===== src/inc/uart_rx_pkg.sv =====
package uart_rx_pkg;
  // register byte offsets on the bus
  localparam logic [7:0] OFF_SERIAL_CTRL = 8'h00;
  localparam logic [7:0] OFF_POWER_CTRL = 8'h04;
  localparam logic [7:0] OFF_SLAVE_ADDR = 8'h08;
  localparam logic [7:0] OFF_SLAVE_MASK = 8'h0C;
  localparam logic [7:0] OFF_RX_BUF = 8'h10;
  localparam logic [7:0] OFF_TX_BUF = 8'h14;
  localparam logic [7:0] OFF_RX_DIV = 8'h18;
  localparam logic [7:0] OFF_TX_DIV = 8'h1C;
  localparam logic [7:0] OFF_IRQ_STATUS = 8'h20;
  localparam logic [7:0] OFF_IRQ_MASK = 8'h24;

  // serial_control_reg field positions
  localparam int CTRL_RI_BIT = 0;
  localparam int CTRL_TI_BIT = 1;
  localparam int CTRL_RB8_BIT = 2;
  localparam int CTRL_TB8_BIT = 3;
  localparam int CTRL_REN_BIT = 4;
  localparam int CTRL_MPE_BIT = 5;
  localparam int CTRL_MODE_LSB = 6;
  localparam int CTRL_FE_BIT = 8;
  // power_control_reg field position
  localparam int POWER_CONTROL_REG_FEE_BIT = 0;

  // interrupt status / mask bit positions
  localparam int IRQ_RX_BIT = 0;
  localparam int IRQ_TX_BIT = 1;
  localparam int IRQ_FE_BIT = 2;
  localparam int IRQ_WIDTH = 3;

  // reset values
  localparam logic [7:0] ADDR_RESET = 8'h00;
  localparam logic [7:0] MASK_RESET = 8'h00;
  localparam logic [15:0] DIV_RESET = 16'h0015;

  // oversampling timing counts (ticks per bit, sample points)
  localparam logic [3:0] SAMPLE_LAST = 4'hF;
  localparam logic [3:0] START_MID = 4'h7;
  localparam logic [3:0] BITS_SHORT = 4'h8;
  localparam logic [3:0] BITS_LONG = 4'h9;
  localparam logic [3:0] TX_BITS_SHORT = 4'hA;
  localparam logic [3:0] TX_BITS_LONG = 4'hB;

  // serial port operating modes
  localparam logic [1:0] MODE_SHIFT = 2'h0;
  localparam logic [1:0] MODE_ASYNC8 = 2'h1;

  // receiver and transmitter states
  typedef enum logic [1:0] {RX_IDLE, RX_START, RX_DATA, RX_STOP}
    rx_state_type;
  typedef enum logic {TX_IDLE, TX_SEND} tx_state_type;
endpackage : uart_rx_pkg


===== src/hdl/pin_sync.sv =====
`timescale 1ns/1ps
// three-stage pin synchroniser with agreement filter
module pin_sync #(
  parameter logic RESET_LEVEL = 1'b1
) (
  // clock and reset
  input wire logic pclk,
  input wire logic presetn,
  // raw pin and filtered level
  input wire logic pin,
  output logic level
);
  typedef struct packed {
    logic s1; // first stage, read only by s2
    logic s2; // second stage
    logic s3; // third stage
    logic q; // filtered level
  } sync_state_type;

  sync_state_type r;
  sync_state_type next_r;

  // level changes only once the second and third stages agree
  always_comb begin
    next_r = r;
    next_r.s1 = pin;
    next_r.s2 = r.s1;
    next_r.s3 = r.s2;
    if (r.s2 == r.s3) begin
      next_r.q = r.s3;
    end
  end

  // state register
  always_ff @(posedge pclk or negedge presetn) begin
    if (!presetn) begin
      r <= {4{RESET_LEVEL}};
    end else begin
      r <= next_r;
    end
  end

  assign level = r.q;
endmodule : pin_sync


===== src/hdl/baud_tick.sv =====
`timescale 1ns/1ps
// oversampling tick generator: one pulse every divisor+1 clocks
module baud_tick #(
  parameter int WIDTH = 16
) (
  // clock and reset
  input wire logic pclk,
  input wire logic presetn,
  // reload value and tick output
  input wire logic [WIDTH-1:0] divisor,
  output logic tick
);
  typedef struct packed {
    logic [WIDTH-1:0] cnt; // down counter
    logic tick; // registered pulse
  } tick_state_type;

  tick_state_type r;
  tick_state_type next_r;

  if (WIDTH < 2) begin : g_check
    $error("baud_tick WIDTH must be at least 2");
  end

  // count down, pulse and reload at zero
  always_comb begin
    next_r = r;
    next_r.tick = 1'b0;
    if (r.cnt == '0) begin
      next_r.cnt = divisor;
      next_r.tick = 1'b1;
    end else begin
      next_r.cnt = r.cnt - 1'b1;
    end
  end

  // state register
  always_ff @(posedge pclk or negedge presetn) begin
    if (!presetn) begin
      r <= '0;
    end else begin
      r <= next_r;
    end
  end

  assign tick = r.tick;
endmodule : baud_tick


===== src/hdl/uart_rx_frame_error_addr_match.sv =====
// Implementation choices: the register offsets and the APB slave port.
`timescale 1ns/1ps
module uart_rx_frame_error_addr_match #(
  parameter int DIV_WIDTH = 16
) (
  // clock and reset
  input wire logic pclk,
  input wire logic presetn,
  // apb slave
  input wire logic psel,
  input wire logic penable,
  input wire logic pwrite,
  input wire logic [7:0] paddr,
  input wire logic [31:0] pwdata,
  output logic [31:0] prdata,
  output logic pready,
  output logic pslverr,
  // serial line
  input wire logic rxd,
  output logic txd,
  // interrupt
  output logic irq
);
  if (DIV_WIDTH < 4 || DIV_WIDTH > 16) begin : g_check
    $error("DIV_WIDTH must lie between 4 and 16");
  end

  typedef struct packed {
    logic [1:0] mode; // serial mode
    logic mpe; // multiproc_enable
    logic ren; // receive enable
    logic tb8; // ninth bit to send
    logic rb8; // ninth bit received
    logic ti; // transmit done flag
    logic ri; // receive_done_flag
    logic fe; // framing_error_flag
    logic fee; // frame_error_enable
    logic [7:0] slave_address_reg; // slave_address_reg
    logic [7:0] smask; // slave_address_mask_reg
    logic [7:0] rxbuf; // received byte
    logic [DIV_WIDTH-1:0] rxdiv; // receive baud divisor
    logic [DIV_WIDTH-1:0] txdiv; // transmit baud divisor
    logic [2:0] ist; // sticky interrupt status
    logic [2:0] imask; // interrupt mask
    uart_rx_pkg::rx_state_type rxs; // receiver state
    logic [3:0] rxt; // receive tick count
    logic [3:0] rxn; // receive bit index
    logic [8:0] rxsh; // receive data bits
    uart_rx_pkg::tx_state_type txs; // transmitter state
    logic [3:0] txt; // transmit tick count
    logic [3:0] txn; // transmit bit index
    logic [10:0] txsh; // transmit shifter
    logic txd; // line output
    logic irq; // interrupt output
    logic pready; // bus ready
    logic pslverr; // bus error
    logic [31:0] prdata; // read data
  } state_type;

  state_type r;
  state_type next_r;
  logic rx_level; // synchronised receive line
  logic rx_tick; // receive oversampling tick
  logic tx_tick; // transmit oversampling tick

  // receive line synchroniser
  pin_sync #(.RESET_LEVEL(1'b1)) u_rx_sync (
    .pclk(pclk),
    .presetn(presetn),
    .pin(rxd),
    .level(rx_level)
  );

  // independent baud ticks for each direction
  baud_tick #(.WIDTH(DIV_WIDTH)) u_rx_tick (
    .pclk(pclk),
    .presetn(presetn),
    .divisor(r.rxdiv),
    .tick(rx_tick)
  );

  baud_tick #(.WIDTH(DIV_WIDTH)) u_tx_tick (
    .pclk(pclk),
    .presetn(presetn),
    .divisor(r.txdiv),
    .tick(tx_tick)
  );

  // all next-state logic
  always_comb begin
    logic setup; // setup phase of a transfer
    logic wr; // write takes effect now
    logic mapped; // address decodes
    logic [31:0] rd; // read mux value
    logic [8:0] word; // frame bits incl. current sample
    logic [3:0] nbits; // data bits in this mode
    logic fin; // frame ready for decision
    logic ninth; // ninth bit or stop bit
    logic given_hit; // given address matches
    logic bcast_hit; // broadcast address matches
    logic [7:0] bcast; // broadcast address
    logic async_mode; // modes 1, 2, 3
    logic filt; // address filtering active
    logic accept; // frame is delivered
    setup = psel && !penable;
    wr = psel && penable && r.pready && pwrite;
    mapped = 1'b1;
    rd = '0;
    word = r.rxsh;
    nbits = uart_rx_pkg::BITS_SHORT;
    fin = 1'b0;
    ninth = 1'b0;
    given_hit = 1'b0;
    bcast_hit = 1'b0;
    bcast = '0;
    async_mode = r.mode != uart_rx_pkg::MODE_SHIFT;
    filt = 1'b0;
    accept = 1'b0;
    next_r = r;

    // read mux and decode
    case (paddr)
      uart_rx_pkg::OFF_SERIAL_CTRL: begin
        rd[uart_rx_pkg::CTRL_RI_BIT] = r.ri;
        rd[uart_rx_pkg::CTRL_TI_BIT] = r.ti;
        rd[uart_rx_pkg::CTRL_RB8_BIT] = r.rb8;
        rd[uart_rx_pkg::CTRL_TB8_BIT] = r.tb8;
        rd[uart_rx_pkg::CTRL_REN_BIT] = r.ren;
        rd[uart_rx_pkg::CTRL_MPE_BIT] = r.mpe;
        rd[uart_rx_pkg::CTRL_MODE_LSB +: 2] = r.mode;
        rd[uart_rx_pkg::CTRL_FE_BIT] = r.fe;
      end
      uart_rx_pkg::OFF_POWER_CTRL: rd[uart_rx_pkg::POWER_CONTROL_REG_FEE_BIT] = r.fee;
      uart_rx_pkg::OFF_SLAVE_ADDR: rd[7:0] = r.slave_address_reg;
      uart_rx_pkg::OFF_SLAVE_MASK: rd[7:0] = r.smask;
      uart_rx_pkg::OFF_RX_BUF: rd[7:0] = r.rxbuf;
      uart_rx_pkg::OFF_TX_BUF: rd = '0;
      uart_rx_pkg::OFF_RX_DIV: rd[DIV_WIDTH-1:0] = r.rxdiv;
      uart_rx_pkg::OFF_TX_DIV: rd[DIV_WIDTH-1:0] = r.txdiv;
      uart_rx_pkg::OFF_IRQ_STATUS: rd[2:0] = r.ist;
      uart_rx_pkg::OFF_IRQ_MASK: rd[2:0] = r.imask;
      default: mapped = 1'b0;
    endcase

    // zero-wait answer: ready in the access phase
    next_r.pready = setup;
    next_r.pslverr = setup && !mapped;
    next_r.prdata = (setup && !pwrite) ? rd : '0;

    // software writes first, so hardware sets below win
    if (wr) begin
      case (paddr)
        uart_rx_pkg::OFF_SERIAL_CTRL: begin
          next_r.ri = pwdata[uart_rx_pkg::CTRL_RI_BIT];
          next_r.ti = pwdata[uart_rx_pkg::CTRL_TI_BIT];
          next_r.rb8 = pwdata[uart_rx_pkg::CTRL_RB8_BIT];
          next_r.tb8 = pwdata[uart_rx_pkg::CTRL_TB8_BIT];
          next_r.ren = pwdata[uart_rx_pkg::CTRL_REN_BIT];
          next_r.mpe = pwdata[uart_rx_pkg::CTRL_MPE_BIT];
          next_r.mode = pwdata[uart_rx_pkg::CTRL_MODE_LSB +: 2];
          next_r.fe = pwdata[uart_rx_pkg::CTRL_FE_BIT];
        end
        uart_rx_pkg::OFF_POWER_CTRL: begin
          next_r.fee = pwdata[uart_rx_pkg::POWER_CONTROL_REG_FEE_BIT];
        end
        uart_rx_pkg::OFF_SLAVE_ADDR: next_r.slave_address_reg = pwdata[7:0];
        uart_rx_pkg::OFF_SLAVE_MASK: next_r.smask = pwdata[7:0];
        uart_rx_pkg::OFF_TX_BUF: begin
          // start a frame; writes while busy are dropped
          if (r.txs == uart_rx_pkg::TX_IDLE) begin
            next_r.txs = uart_rx_pkg::TX_SEND;
            next_r.txt = '0;
            next_r.txn = '0;
            next_r.txsh = {1'b1, (r.mode[1] ? r.tb8 : 1'b1),
                           pwdata[7:0], 1'b0};
          end
        end
        uart_rx_pkg::OFF_RX_DIV: next_r.rxdiv = pwdata[DIV_WIDTH-1:0];
        uart_rx_pkg::OFF_TX_DIV: next_r.txdiv = pwdata[DIV_WIDTH-1:0];
        uart_rx_pkg::OFF_IRQ_STATUS: next_r.ist = r.ist & ~pwdata[2:0];
        uart_rx_pkg::OFF_IRQ_MASK: next_r.imask = pwdata[2:0];
        default: next_r.ist = next_r.ist;
      endcase
    end

    // modes 2 and 3 carry a ninth data bit
    if (r.mode[1]) begin
      nbits = uart_rx_pkg::BITS_LONG;
    end
    word[r.rxn] = rx_level;
    filt = async_mode && r.mpe;

    // receiver state machine, 16 ticks per bit
    case (r.rxs)
      uart_rx_pkg::RX_IDLE: begin
        next_r.rxt = '0;
        next_r.rxn = '0;
        if (r.ren && !async_mode && !r.ri) begin
          // shift mode: no start bit, no checks
          next_r.rxs = uart_rx_pkg::RX_DATA;
        end else if (r.ren && async_mode && !rx_level) begin
          next_r.rxs = uart_rx_pkg::RX_START;
        end
      end
      uart_rx_pkg::RX_START: begin
        if (rx_tick) begin
          next_r.rxt = r.rxt + 1'b1;
          if (r.rxt == uart_rx_pkg::START_MID) begin
            // false start rejected at the middle of the bit
            next_r.rxt = '0;
            next_r.rxs = rx_level ? uart_rx_pkg::RX_IDLE
                                  : uart_rx_pkg::RX_DATA;
          end
        end
      end
      uart_rx_pkg::RX_DATA: begin
        if (rx_tick) begin
          next_r.rxt = r.rxt + 1'b1;
          if (r.rxt == uart_rx_pkg::SAMPLE_LAST) begin
            next_r.rxsh = word;
            next_r.rxn = r.rxn + 1'b1;
            if (r.rxn == nbits - 1'b1) begin
              if (!async_mode) begin
                fin = 1'b1;
                next_r.rxs = uart_rx_pkg::RX_IDLE;
              end else begin
                // early decision only without check or mode-1 filter
                fin = !r.fee && !(filt && !r.mode[1]);
                ninth = word[8];
                next_r.rxs = uart_rx_pkg::RX_STOP;
              end
            end
          end
        end
      end
      uart_rx_pkg::RX_STOP: begin
        if (rx_tick) begin
          next_r.rxt = r.rxt + 1'b1;
          if (r.rxt == uart_rx_pkg::SAMPLE_LAST) begin
            next_r.rxs = uart_rx_pkg::RX_IDLE;
            // decision at the stop bit
            fin = r.fee || (filt && !r.mode[1]);
            ninth = r.mode[1] ? r.rxsh[8] : rx_level;
            if (r.fee && !rx_level) begin
              next_r.fe = 1'b1;
              next_r.ist[uart_rx_pkg::IRQ_FE_BIT] = 1'b1;
            end
          end
        end
      end
      default: next_r.rxs = uart_rx_pkg::RX_IDLE;
    endcase

    // address recognition on the received byte
    bcast = r.slave_address_reg | r.smask;
    given_hit = ((word[7:0] ^ r.slave_address_reg) & r.smask) == 8'h00;
    bcast_hit = ((word[7:0] ^ bcast) & bcast) == 8'h00;
    if (r.rxs == uart_rx_pkg::RX_STOP) begin
      given_hit = ((r.rxsh[7:0] ^ r.slave_address_reg) & r.smask) == 8'h00;
      bcast_hit = ((r.rxsh[7:0] ^ bcast) & bcast) == 8'h00;
    end
    // deliver only unfiltered or matching address frames
    accept = fin && !r.ri &&
             (!filt || (ninth && (given_hit || bcast_hit)));
    if (accept) begin
      next_r.rxbuf = (r.rxs == uart_rx_pkg::RX_STOP) ? r.rxsh[7:0]
                                                   : word[7:0];
      if (async_mode && (r.mode[1] ||
                         r.rxs == uart_rx_pkg::RX_STOP)) begin
        next_r.rb8 = ninth;
      end
      next_r.ri = 1'b1;
      next_r.ist[uart_rx_pkg::IRQ_RX_BIT] = 1'b1;
    end

    // transmitter, runs beside the receiver
    if (r.txs == uart_rx_pkg::TX_SEND && tx_tick) begin
      next_r.txt = r.txt + 1'b1;
      if (r.txt == uart_rx_pkg::SAMPLE_LAST) begin
        next_r.txsh = {1'b1, r.txsh[10:1]};
        next_r.txn = r.txn + 1'b1;
        if (r.txn == (r.mode[1] ? uart_rx_pkg::TX_BITS_LONG
                                : uart_rx_pkg::TX_BITS_SHORT) - 1'b1) begin
          next_r.txs = uart_rx_pkg::TX_IDLE;
          next_r.ti = 1'b1;
          next_r.ist[uart_rx_pkg::IRQ_TX_BIT] = 1'b1;
        end
      end
    end
    next_r.txd = (next_r.txs == uart_rx_pkg::TX_SEND) ? next_r.txsh[0]
                                                     : 1'b1;

    // level interrupt from unmasked sticky bits
    next_r.irq = |(next_r.ist & next_r.imask);
  end

  // state register with reset values
  always_ff @(posedge pclk or negedge presetn) begin
    if (!presetn) begin
      r <= '0;
      r.slave_address_reg <= uart_rx_pkg::ADDR_RESET;
      r.smask <= uart_rx_pkg::MASK_RESET;
      r.rxdiv <= uart_rx_pkg::DIV_RESET[DIV_WIDTH-1:0];
      r.txdiv <= uart_rx_pkg::DIV_RESET[DIV_WIDTH-1:0];
      r.rxs <= uart_rx_pkg::RX_IDLE;
      r.txs <= uart_rx_pkg::TX_IDLE;
      r.txsh <= '1;
      r.txd <= 1'b1;
    end else begin
      r <= next_r;
    end
  end

  // outputs straight from flip-flops
  assign prdata = r.prdata;
  assign pready = r.pready;
  assign pslverr = r.pslverr;
  assign txd = r.txd;
  assign irq = r.irq;
endmodule : uart_rx_frame_error_addr_match


===== config.mk =====
export PLATFORM = sky130hd
export DESIGN_NAME = uart_rx_frame_error_addr_match
export DESIGN_NICKNAME = d
export VERILOG_FILES = /design/src/inc/uart_rx_pkg.sv /design/src/hdl/pin_sync.sv /design/src/hdl/baud_tick.sv /design/src/hdl/uart_rx_frame_error_addr_match.sv
export SDC_FILE = /design/constraint.sdc
export NUM_CORES = 1
export LEC_CHECK = 0
export ABC_CLOCK_PERIOD_IN_PS = 2700
export BUFFER_PORTS_ARGS = -buffer_cell sky130_fd_sc_hd__buf_2
export CORE_UTILIZATION = 42
export DETAILED_ROUTE_END_ITERATION = 7
export PLACE_DENSITY = 0.59
export SYNTH_ARGS = -nofsm -noshare
export SYNTH_HDL_FRONTEND = slang
export SYNTH_SLANG_ARGS = --single-unit

===== constraint.sdc =====
create_clock -name pclk -period 2.7 [get_ports pclk]
set_input_delay 0.27 -clock pclk [delete_from_list [all_inputs] [get_ports pclk]]
set_output_delay 0.27 -clock pclk [all_outputs]
set_load 0.02 [all_outputs]

## Word-level counts from Yosys, hierarchy flattened

Cells that the tools add are included.

- Muxes and demuxes: 83
- $lt $le $gt $ge: 2
- Add/subtract/negate cells: 8
- Reductions and logical operators: 62
- Eq/ne operators: 27
- Bitwise operators: 12

Operators by type and width:

| cell | number |
|---|---|
| 20-bit 2-to-1 mux | 3 |
| 16-bit 2-to-1 mux | 3 |
| 1-bit 2-to-1 mux | 44 |
| 8-bit logical NOT | 5 |
| 19-bit 2-to-1 mux | 2 |
| 8-bit AND | 4 |
| 8-bit by 5-bit == test with 1-bit output (second input constant) | 4 |
| 16-bit logical NOT | 2 |
| 16-bit by 1-bit subtractor with 16-bit output (second input constant) | 2 |
| 8-bit bitwise XOR | 4 |
| 5-bit one-hot mux with 6 select lines | 1 |
| 6-bit 2-to-1 mux | 4 |
| 8-bit 2-to-1 mux | 3 |
| 6-bit one-hot mux with 4 select lines | 1 |
| 21-bit 2-to-1 mux | 1 |
| 1-bit logical AND | 20 |
| 4-bit by 1-bit adder with 4-bit output (second input constant) | 4 |
| 8-bit by 4-bit == test with 1-bit output (second input constant) | 2 |
| 8-bit by 6-bit == test with 1-bit output (second input constant) | 2 |
| 2-bit one-hot mux with 8 select lines | 1 |
| 15-bit 2-to-1 mux | 1 |
| 2-bit 2-to-1 mux | 7 |
| 7-bit one-hot mux with 2 select lines | 1 |
| 2-bit AND reduction | 7 |
| other kinds (33) | 66 |

- Bits in registers: 169
- Output and inout port bits: 36
- Input bits: 46

## Longest topological paths before layout

- Depth after elaboration: 16
- Depth in mapped cells: 12
- Gate-level depth less buffers: 10

## Hierarchy

A second synthesis with hierarchy kept.

- Cells, all modules: 871
- Area, all modules: 9,021.2 um^2

Modules (own cells, without submodules):

| module | cells an instance | sequential area each (um^2) | times used | area an instance (um^2) |
|---|---|---|---|---|
| uart_rx_frame_error_addr_match | 662 | 3,300.7 | 1 | 7,033.0 |
| baud_tick | 102 | 425.4 | 2 | 935.9 |
| pin_sync | 5 | 105.1 | 1 | 116.4 |

## Least setup slack after synthesis

Ideal clock, no wire load.

- Path type: reg2reg
- Start: register r[65] in the netlist's numbering
- End: register r[116] in the netlist's numbering
- Period minus slack after synthesis: 2,699 ps
- Data arrival time: 2,581 ps
- Slack: 1 ps
- Cell stages (with the launch flop): 12
- Data required time: 2,582 ps
- Setup time: 118 ps
- Path through: dfrtp_1 -> inv_1 -> ha_1 -> or3b_1 -> buf_2 -> mux2_4 -> a32oi_1 -> nand4_1 -> o311ai_2 -> o211ai_2 -> buf_6 -> a21o_1

- Longest elaborated chain between the ends: 13
- Elaborated cells between the ends (all ways): 30

Ends and longest elaborated chain:

| item | line | source |
|---|---|---|
| from (decl) | uart_rx_frame_error_addr_match.sv:60 | `state_type r;` |
| from (signal assigned) | uart_rx_frame_error_addr_match.sv:310 | `r <= next_r;` |
| 4-bit by 5-bit < comparator with 1-bit output (implied by the code) / 4-bit by 1-bit greater-or-equal comparator with 1-bit output (equally long branches) | uart_rx_frame_error_addr_match.sv:190 | `word[r.rxn] = rx_level;` |
| 1-bit logical AND (implied by the code) | uart_rx_frame_error_addr_match.sv:190 |  |
| 1-bit 2-to-1 mux (implied by the code) | uart_rx_frame_error_addr_match.sv:190 |  |
| 1-bit demux with 4-bit select | uart_rx_frame_error_addr_match.sv:190 |  |
| 9-bit bitwise mux | uart_rx_frame_error_addr_match.sv:190 |  |
| 1-bit 2-to-1 mux, or another cell as far along | uart_rx_frame_error_addr_match.sv:223 | `if (!async_mode) begin` |
| 1-bit 2-to-1 mux, or another cell as far along | uart_rx_frame_error_addr_match.sv:222 | `if (r.rxn == nbits - 1'b1) begin` |
| 1-bit 2-to-1 mux, or another cell as far along | uart_rx_frame_error_addr_match.sv:219 | `if (r.rxt == uart_rx_pkg::SAMPLE_LAST) begin` |
| 1-bit 2-to-1 mux (on tied branches) | uart_rx_frame_error_addr_match.sv:217, uart_rx_frame_error_addr_match.sv:258 |  |
| 1-bit one-hot mux with 2 select lines / 1-bit logical OR (equally long branches) | uart_rx_frame_error_addr_match.sv:194, uart_rx_frame_error_addr_match.sv:264 |  |
| 1-bit logical AND | uart_rx_frame_error_addr_match.sv:264 | `(!filt \|\| (ninth && (given_hit \|\| bcast_hit)));` |
| 1-bit logical OR | uart_rx_frame_error_addr_match.sv:264 |  |
| 1-bit logical AND | uart_rx_frame_error_addr_match.sv:263 | `accept = fin && !r.ri &&` |

Several ways; a longest one is shown, not always the timed one.
A chain may end at the register's enable or synchronous reset.

==> flow_metrics.tcl <==
set metrics [dict create \
    outcome "finished with violations" \
    violations "setup timing" \
    synthesis.area_um2 8780 \
    cp.arrival_ns 3.02 \
    design.core.area_um2 20400 \
    starting_density_of_the_core 0.431 \
    drt-pass1-iter-count 5 \
    switching_share 0.278 \
    clock-skew-final_ns 0.0120 \
    crit_path_max_incr_delay_ns 0.41 \
    num_rows 52 \
    routed_wire_length_per_instance_um 17.3 \
    critical_path_peak_fanout 17 \
    chipHeight_um 147 \
    hold-path-cell-count 2 \
    fin_area_um2 10100 \
    cts.htree.levels 4 \
    insertion_delay_ns 0.43 \
    unrepaired_setup_endpoints_after_global_routing "yes" \
    power_leakage_nw 4.70 \
    power.switching_mw 1.77 \
    tightestPinTransition_ns 0.794 \
    p_int_mw 4.60 \
    timing.hold.worst.start "penable" \
    period_needed_ns 2.71 \
    clock_tree_from_tritoncts "done" \
    ioPinCount 82 \
    postSynthAreaPerCell_um2 10.2 \
    fin_ws_ns -0.00880 \
    worst_hold_path.endpoint "pready$_DFF_PN0_" \
    antenna_violating_nets_post_route 0 \
    chip_width_um 147 \
    hpwlAfterDp_um 15400 \
    clk_root_buffer_cell "clkbuf_16" \
    finalHoldWorstSlack_ns 0.0232 \
    placed_cell_area_um2 9430 \
    post_synth_arst_share 1.00 \
    area_delta_synth_final_pct 15.6 \
    rr_startpoint "r[65]$_DFFE_PN0P_" \
    ys_ff_latch 169 \
    avgViaCountPerCell 5.35 \
    crit_path_top_delay_cell "dfrtp_1" \
    worstSetupEndpointType "register" \
    pin_count_of_the_biggest_net_entering_global_routing 67 \
    first_pass_grt_wire_length_um 34400 \
    max-cap-violations 0 \
    tritoncts.num_buffers 17 \
    filler_cell_count 1899 \
    max_freq_mhz 369 \
    min_period_over_period 1.00 \
    worst-r2r-setup-slack_ns -0.009 \
    finalHoldViolations 0 \
    yosys_warnings 0 \
    antenna_found_initial 0 \
    power.clock.fraction 0.393 \
    final_net_count 986 \
    gr-usage-all-layers 0.206 \
    share_seq_of_total_power 0.473 \
    share_of_total_power_in_combinational_logic 0.134 \
    clkTransAtPathRegs_ns 0.07 \
    synth-edff-count 0 \
    synth_top_flop_cell "dfrtp_1" \
    cp.required_ns 3.01 \
    cpLargestDelayFamily "compound AO/OA/AOI/OAI gates" \
    worst_setup_path_start_kind "register" \
    grt_overflow 0 \
    clock_buffer_depth 2 \
    netlist-cell-type-count 67 \
    crit_buf_inv 2 \
    place_congestion 0.874 \
    syn_inst 864 \
    worstSetupPathType "register to register" \
    hold_path_class "input pin to register" \
    cts.sinks 169 \
    first_global_vias 6431 \
    die_area_um2 21500 \
    buffer_ports.inserted 49 \
    detail_route.wirelength_um 21000 \
    crit_path_cell_trace "inv_2, ha_2, or3b_4, mux2_2, a2bb2oi_1, a41oi_2, o311ai_2, o211ai_2, buf_12, nand2_1, a221o_1" \
    timing.final.setup_violations 1 \
    timing.reg2reg.worst_path_depth 11 \
    final_std_cells_w_o_fill 1213 \
    timing.max_slew.rel_slack 0.470 \
    post_route_cells_drive_above_1_share 0.263 \
    drc_violation_total_after_the_first_tritonroute_iteration 384 \
    irDropWorstVdd_uv 323 \
    r2r_end "irq$_DFF_PN0_" \
    post-route-drc-count 0 \
    num_vias 6488 \
    finalMaxSlewViolations 0 \
    powerDensity_nw_per_um2 628 \
    synth.yosys.seq_area_share 0.485 \
    post-place-cells 1175 \
]
## synth_stat cells, types with 7 or more instances
cell type	n	share of area
a31oi_1	12	0.0086
a22oi_1	29	0.025
mux2_2	71	0.091
nor2_1	102	0.044
a21o_1	9	0.0077
ha_1	11	0.016
nand3_1	17	0.0097
clkbuf_1	33	0.014
xnor2_1	20	0.020
dfrtp_1	147	0.42
nand4_1	7	0.0050
buf_4	32	0.027
a21oi_1	36	0.021
dfstp_2	22	0.066
mux2i_1	22	0.025
nand2_1	72	0.031
xor2_1	19	0.019
nor4_1	10	0.0071
nor3_1	17	0.0097
nor2b_1	7	0.0050
nand2b_1	7	0.0050
o21ai_0	43	0.025
o22ai_1	11	0.0078
nand3b_1	12	0.010
inv_1	13	0.0056
## routing by layer
metal / track usage / vias to the layer above / share of wire
met4: 0.0656 / 0 / 0.018
met2: 0.345 / 110 / 0.49
li1: - / 3187 / -
met3: 0.0381 / 22 / 0.034
met5: 0 / - / 0
met1: 0.270 / 3169 / 0.46
## worst reg2reg max path: cells and delay by family, from the launching register on
family / cells / cell delay, ns
AND/OR/NAND/NOR: 2 / 0.49
buffers and inverters: 2 / 0.26
AO/OA/AOI/OAI: 5 / 0.98
flip-flops: 1 / 0.41
adder cells (fa/ha/maj): 1 / 0.18
multiplexers: 1 / 0.28
## registers in the layout, indices dropped and copies added, names as in the netlist, 2 cells and up
| signal | cells |
|---|---|
| u_rx_sync.next_r | 2 |
| r | 111 |
| u_tx_tick.r | 16 |
| prdata | 16 |
| u_rx_tick.r | 16 |
## power by group through the flow
stage                     clock network, mW  logic [mW]  registers [mW]
after detailed placement                  0       0.858            3.06
after global routing                   2.67       0.973            3.05
final                                  2.50       0.856            3.01
after CTS                              2.57       0.869            3.01
after global placement                    0       0.843            3.05
after floorplan                           0       0.647            3.01
## cells in the final DEF (no fill, tap or decap), drive strengths merged, types with 4 or more instances in the layout
master / synthesis / routed
clkbuf: 34 / 17
a21oi: 36 / 36
clkinv: 0 / 4
nor2b: 7 / 7
or3: 4 / 4
mux2i: 22 / 22
nand3: 17 / 17
a21o: 9 / 9
nand2b: 7 / 7
mux2: 72 / 72
nor3b: 4 / 4
nor4: 10 / 10
nor2: 102 / 102
xor2: 19 / 19
conb: 1 / 16
inv: 13 / 20
nand2: 72 / 72
o21ai: 44 / 44
o21a: 4 / 4
and3: 5 / 5
nand3b: 12 / 12
nor3: 18 / 18
ha: 11 / 11
a222oi: 4 / 4
dfstp: 22 / 22
dfrtp: 147 / 147
nand4: 7 / 7
or2: 5 / 5
a31oi: 12 / 12
o22ai: 11 / 11
xnor2: 20 / 20
buf: 37 / 100
a22oi: 29 / 29
nand4b: 5 / 5
## stage by stage
stage          setup TNS [ns]  setup slack (ns)  total power [mW]  utilization
3_5_place_dp           -0.156           -0.0844              3.91        0.463
6_report             -0.00880          -0.00880              6.37        0.498
3_3_place_gp          -0.0436           -0.0436              3.89        0.463
2_1_floorplan               0          0.000757              3.65            -
4_1_cts                     0           0.00787              6.45        0.495
5_1_grt                -0.224            -0.105              6.69        0.498
## how the worst max path moves through the flow
stage                                 start                  to  slack, ns  cells past startpoint
after global placement    r[65]$_DFFE_PN0P_  r[118]$_DFFE_PN0P_      -0.04                     10
after global routing      r[65]$_DFFE_PN0P_       irq$_DFF_PN0_      -0.10                     11
after CTS                 r[65]$_DFFE_PN0P_  r[118]$_DFFE_PN0P_      0.008                     10
after floorplan           r[65]$_DFFE_PN0P_  r[116]$_DFFE_PN0P_     0.0008                     11
final                     r[65]$_DFFE_PN0P_       irq$_DFF_PN0_     -0.009                     11
after detailed placement  r[65]$_DFFE_PN0P_  r[118]$_DFFE_PN0P_      -0.08                     11
## final cells by class
cell class	count	area, µm²	area share
multi-input cells	626	4190	0.413
clock inverters	15	183	0.0180
repair buffers	102	704	0.0694
clock buffers	17	425	0.0419
flip-flops and latches	169	4260	0.420
inverters	13	48.8	0.00481
diodes	1	2.50	0.000247
well taps	270	338	0.0333
## cell families after synthesis
kind of cell,Yosys count,share of synthesized area
simple gates,291,0.161
compound gates,174,0.129
flops,169,0.485
mux,94,0.118
buf+inv,84,0.0512
xor+xnor,39,0.0389
fa+ha+maj,12,0.0168
other cells,1,0.000427
## repair_timing
action                     in CTS  in global routing
buffers inserted                0                  3
resized for setup               6                 10
pin swaps                       3                  1
cloned                          0                  0
hold endpoints to repair       53                  0
hold buffers                    2                  0
setup endpoints to repair       9                  9
(Power assumes the default switching activity.)
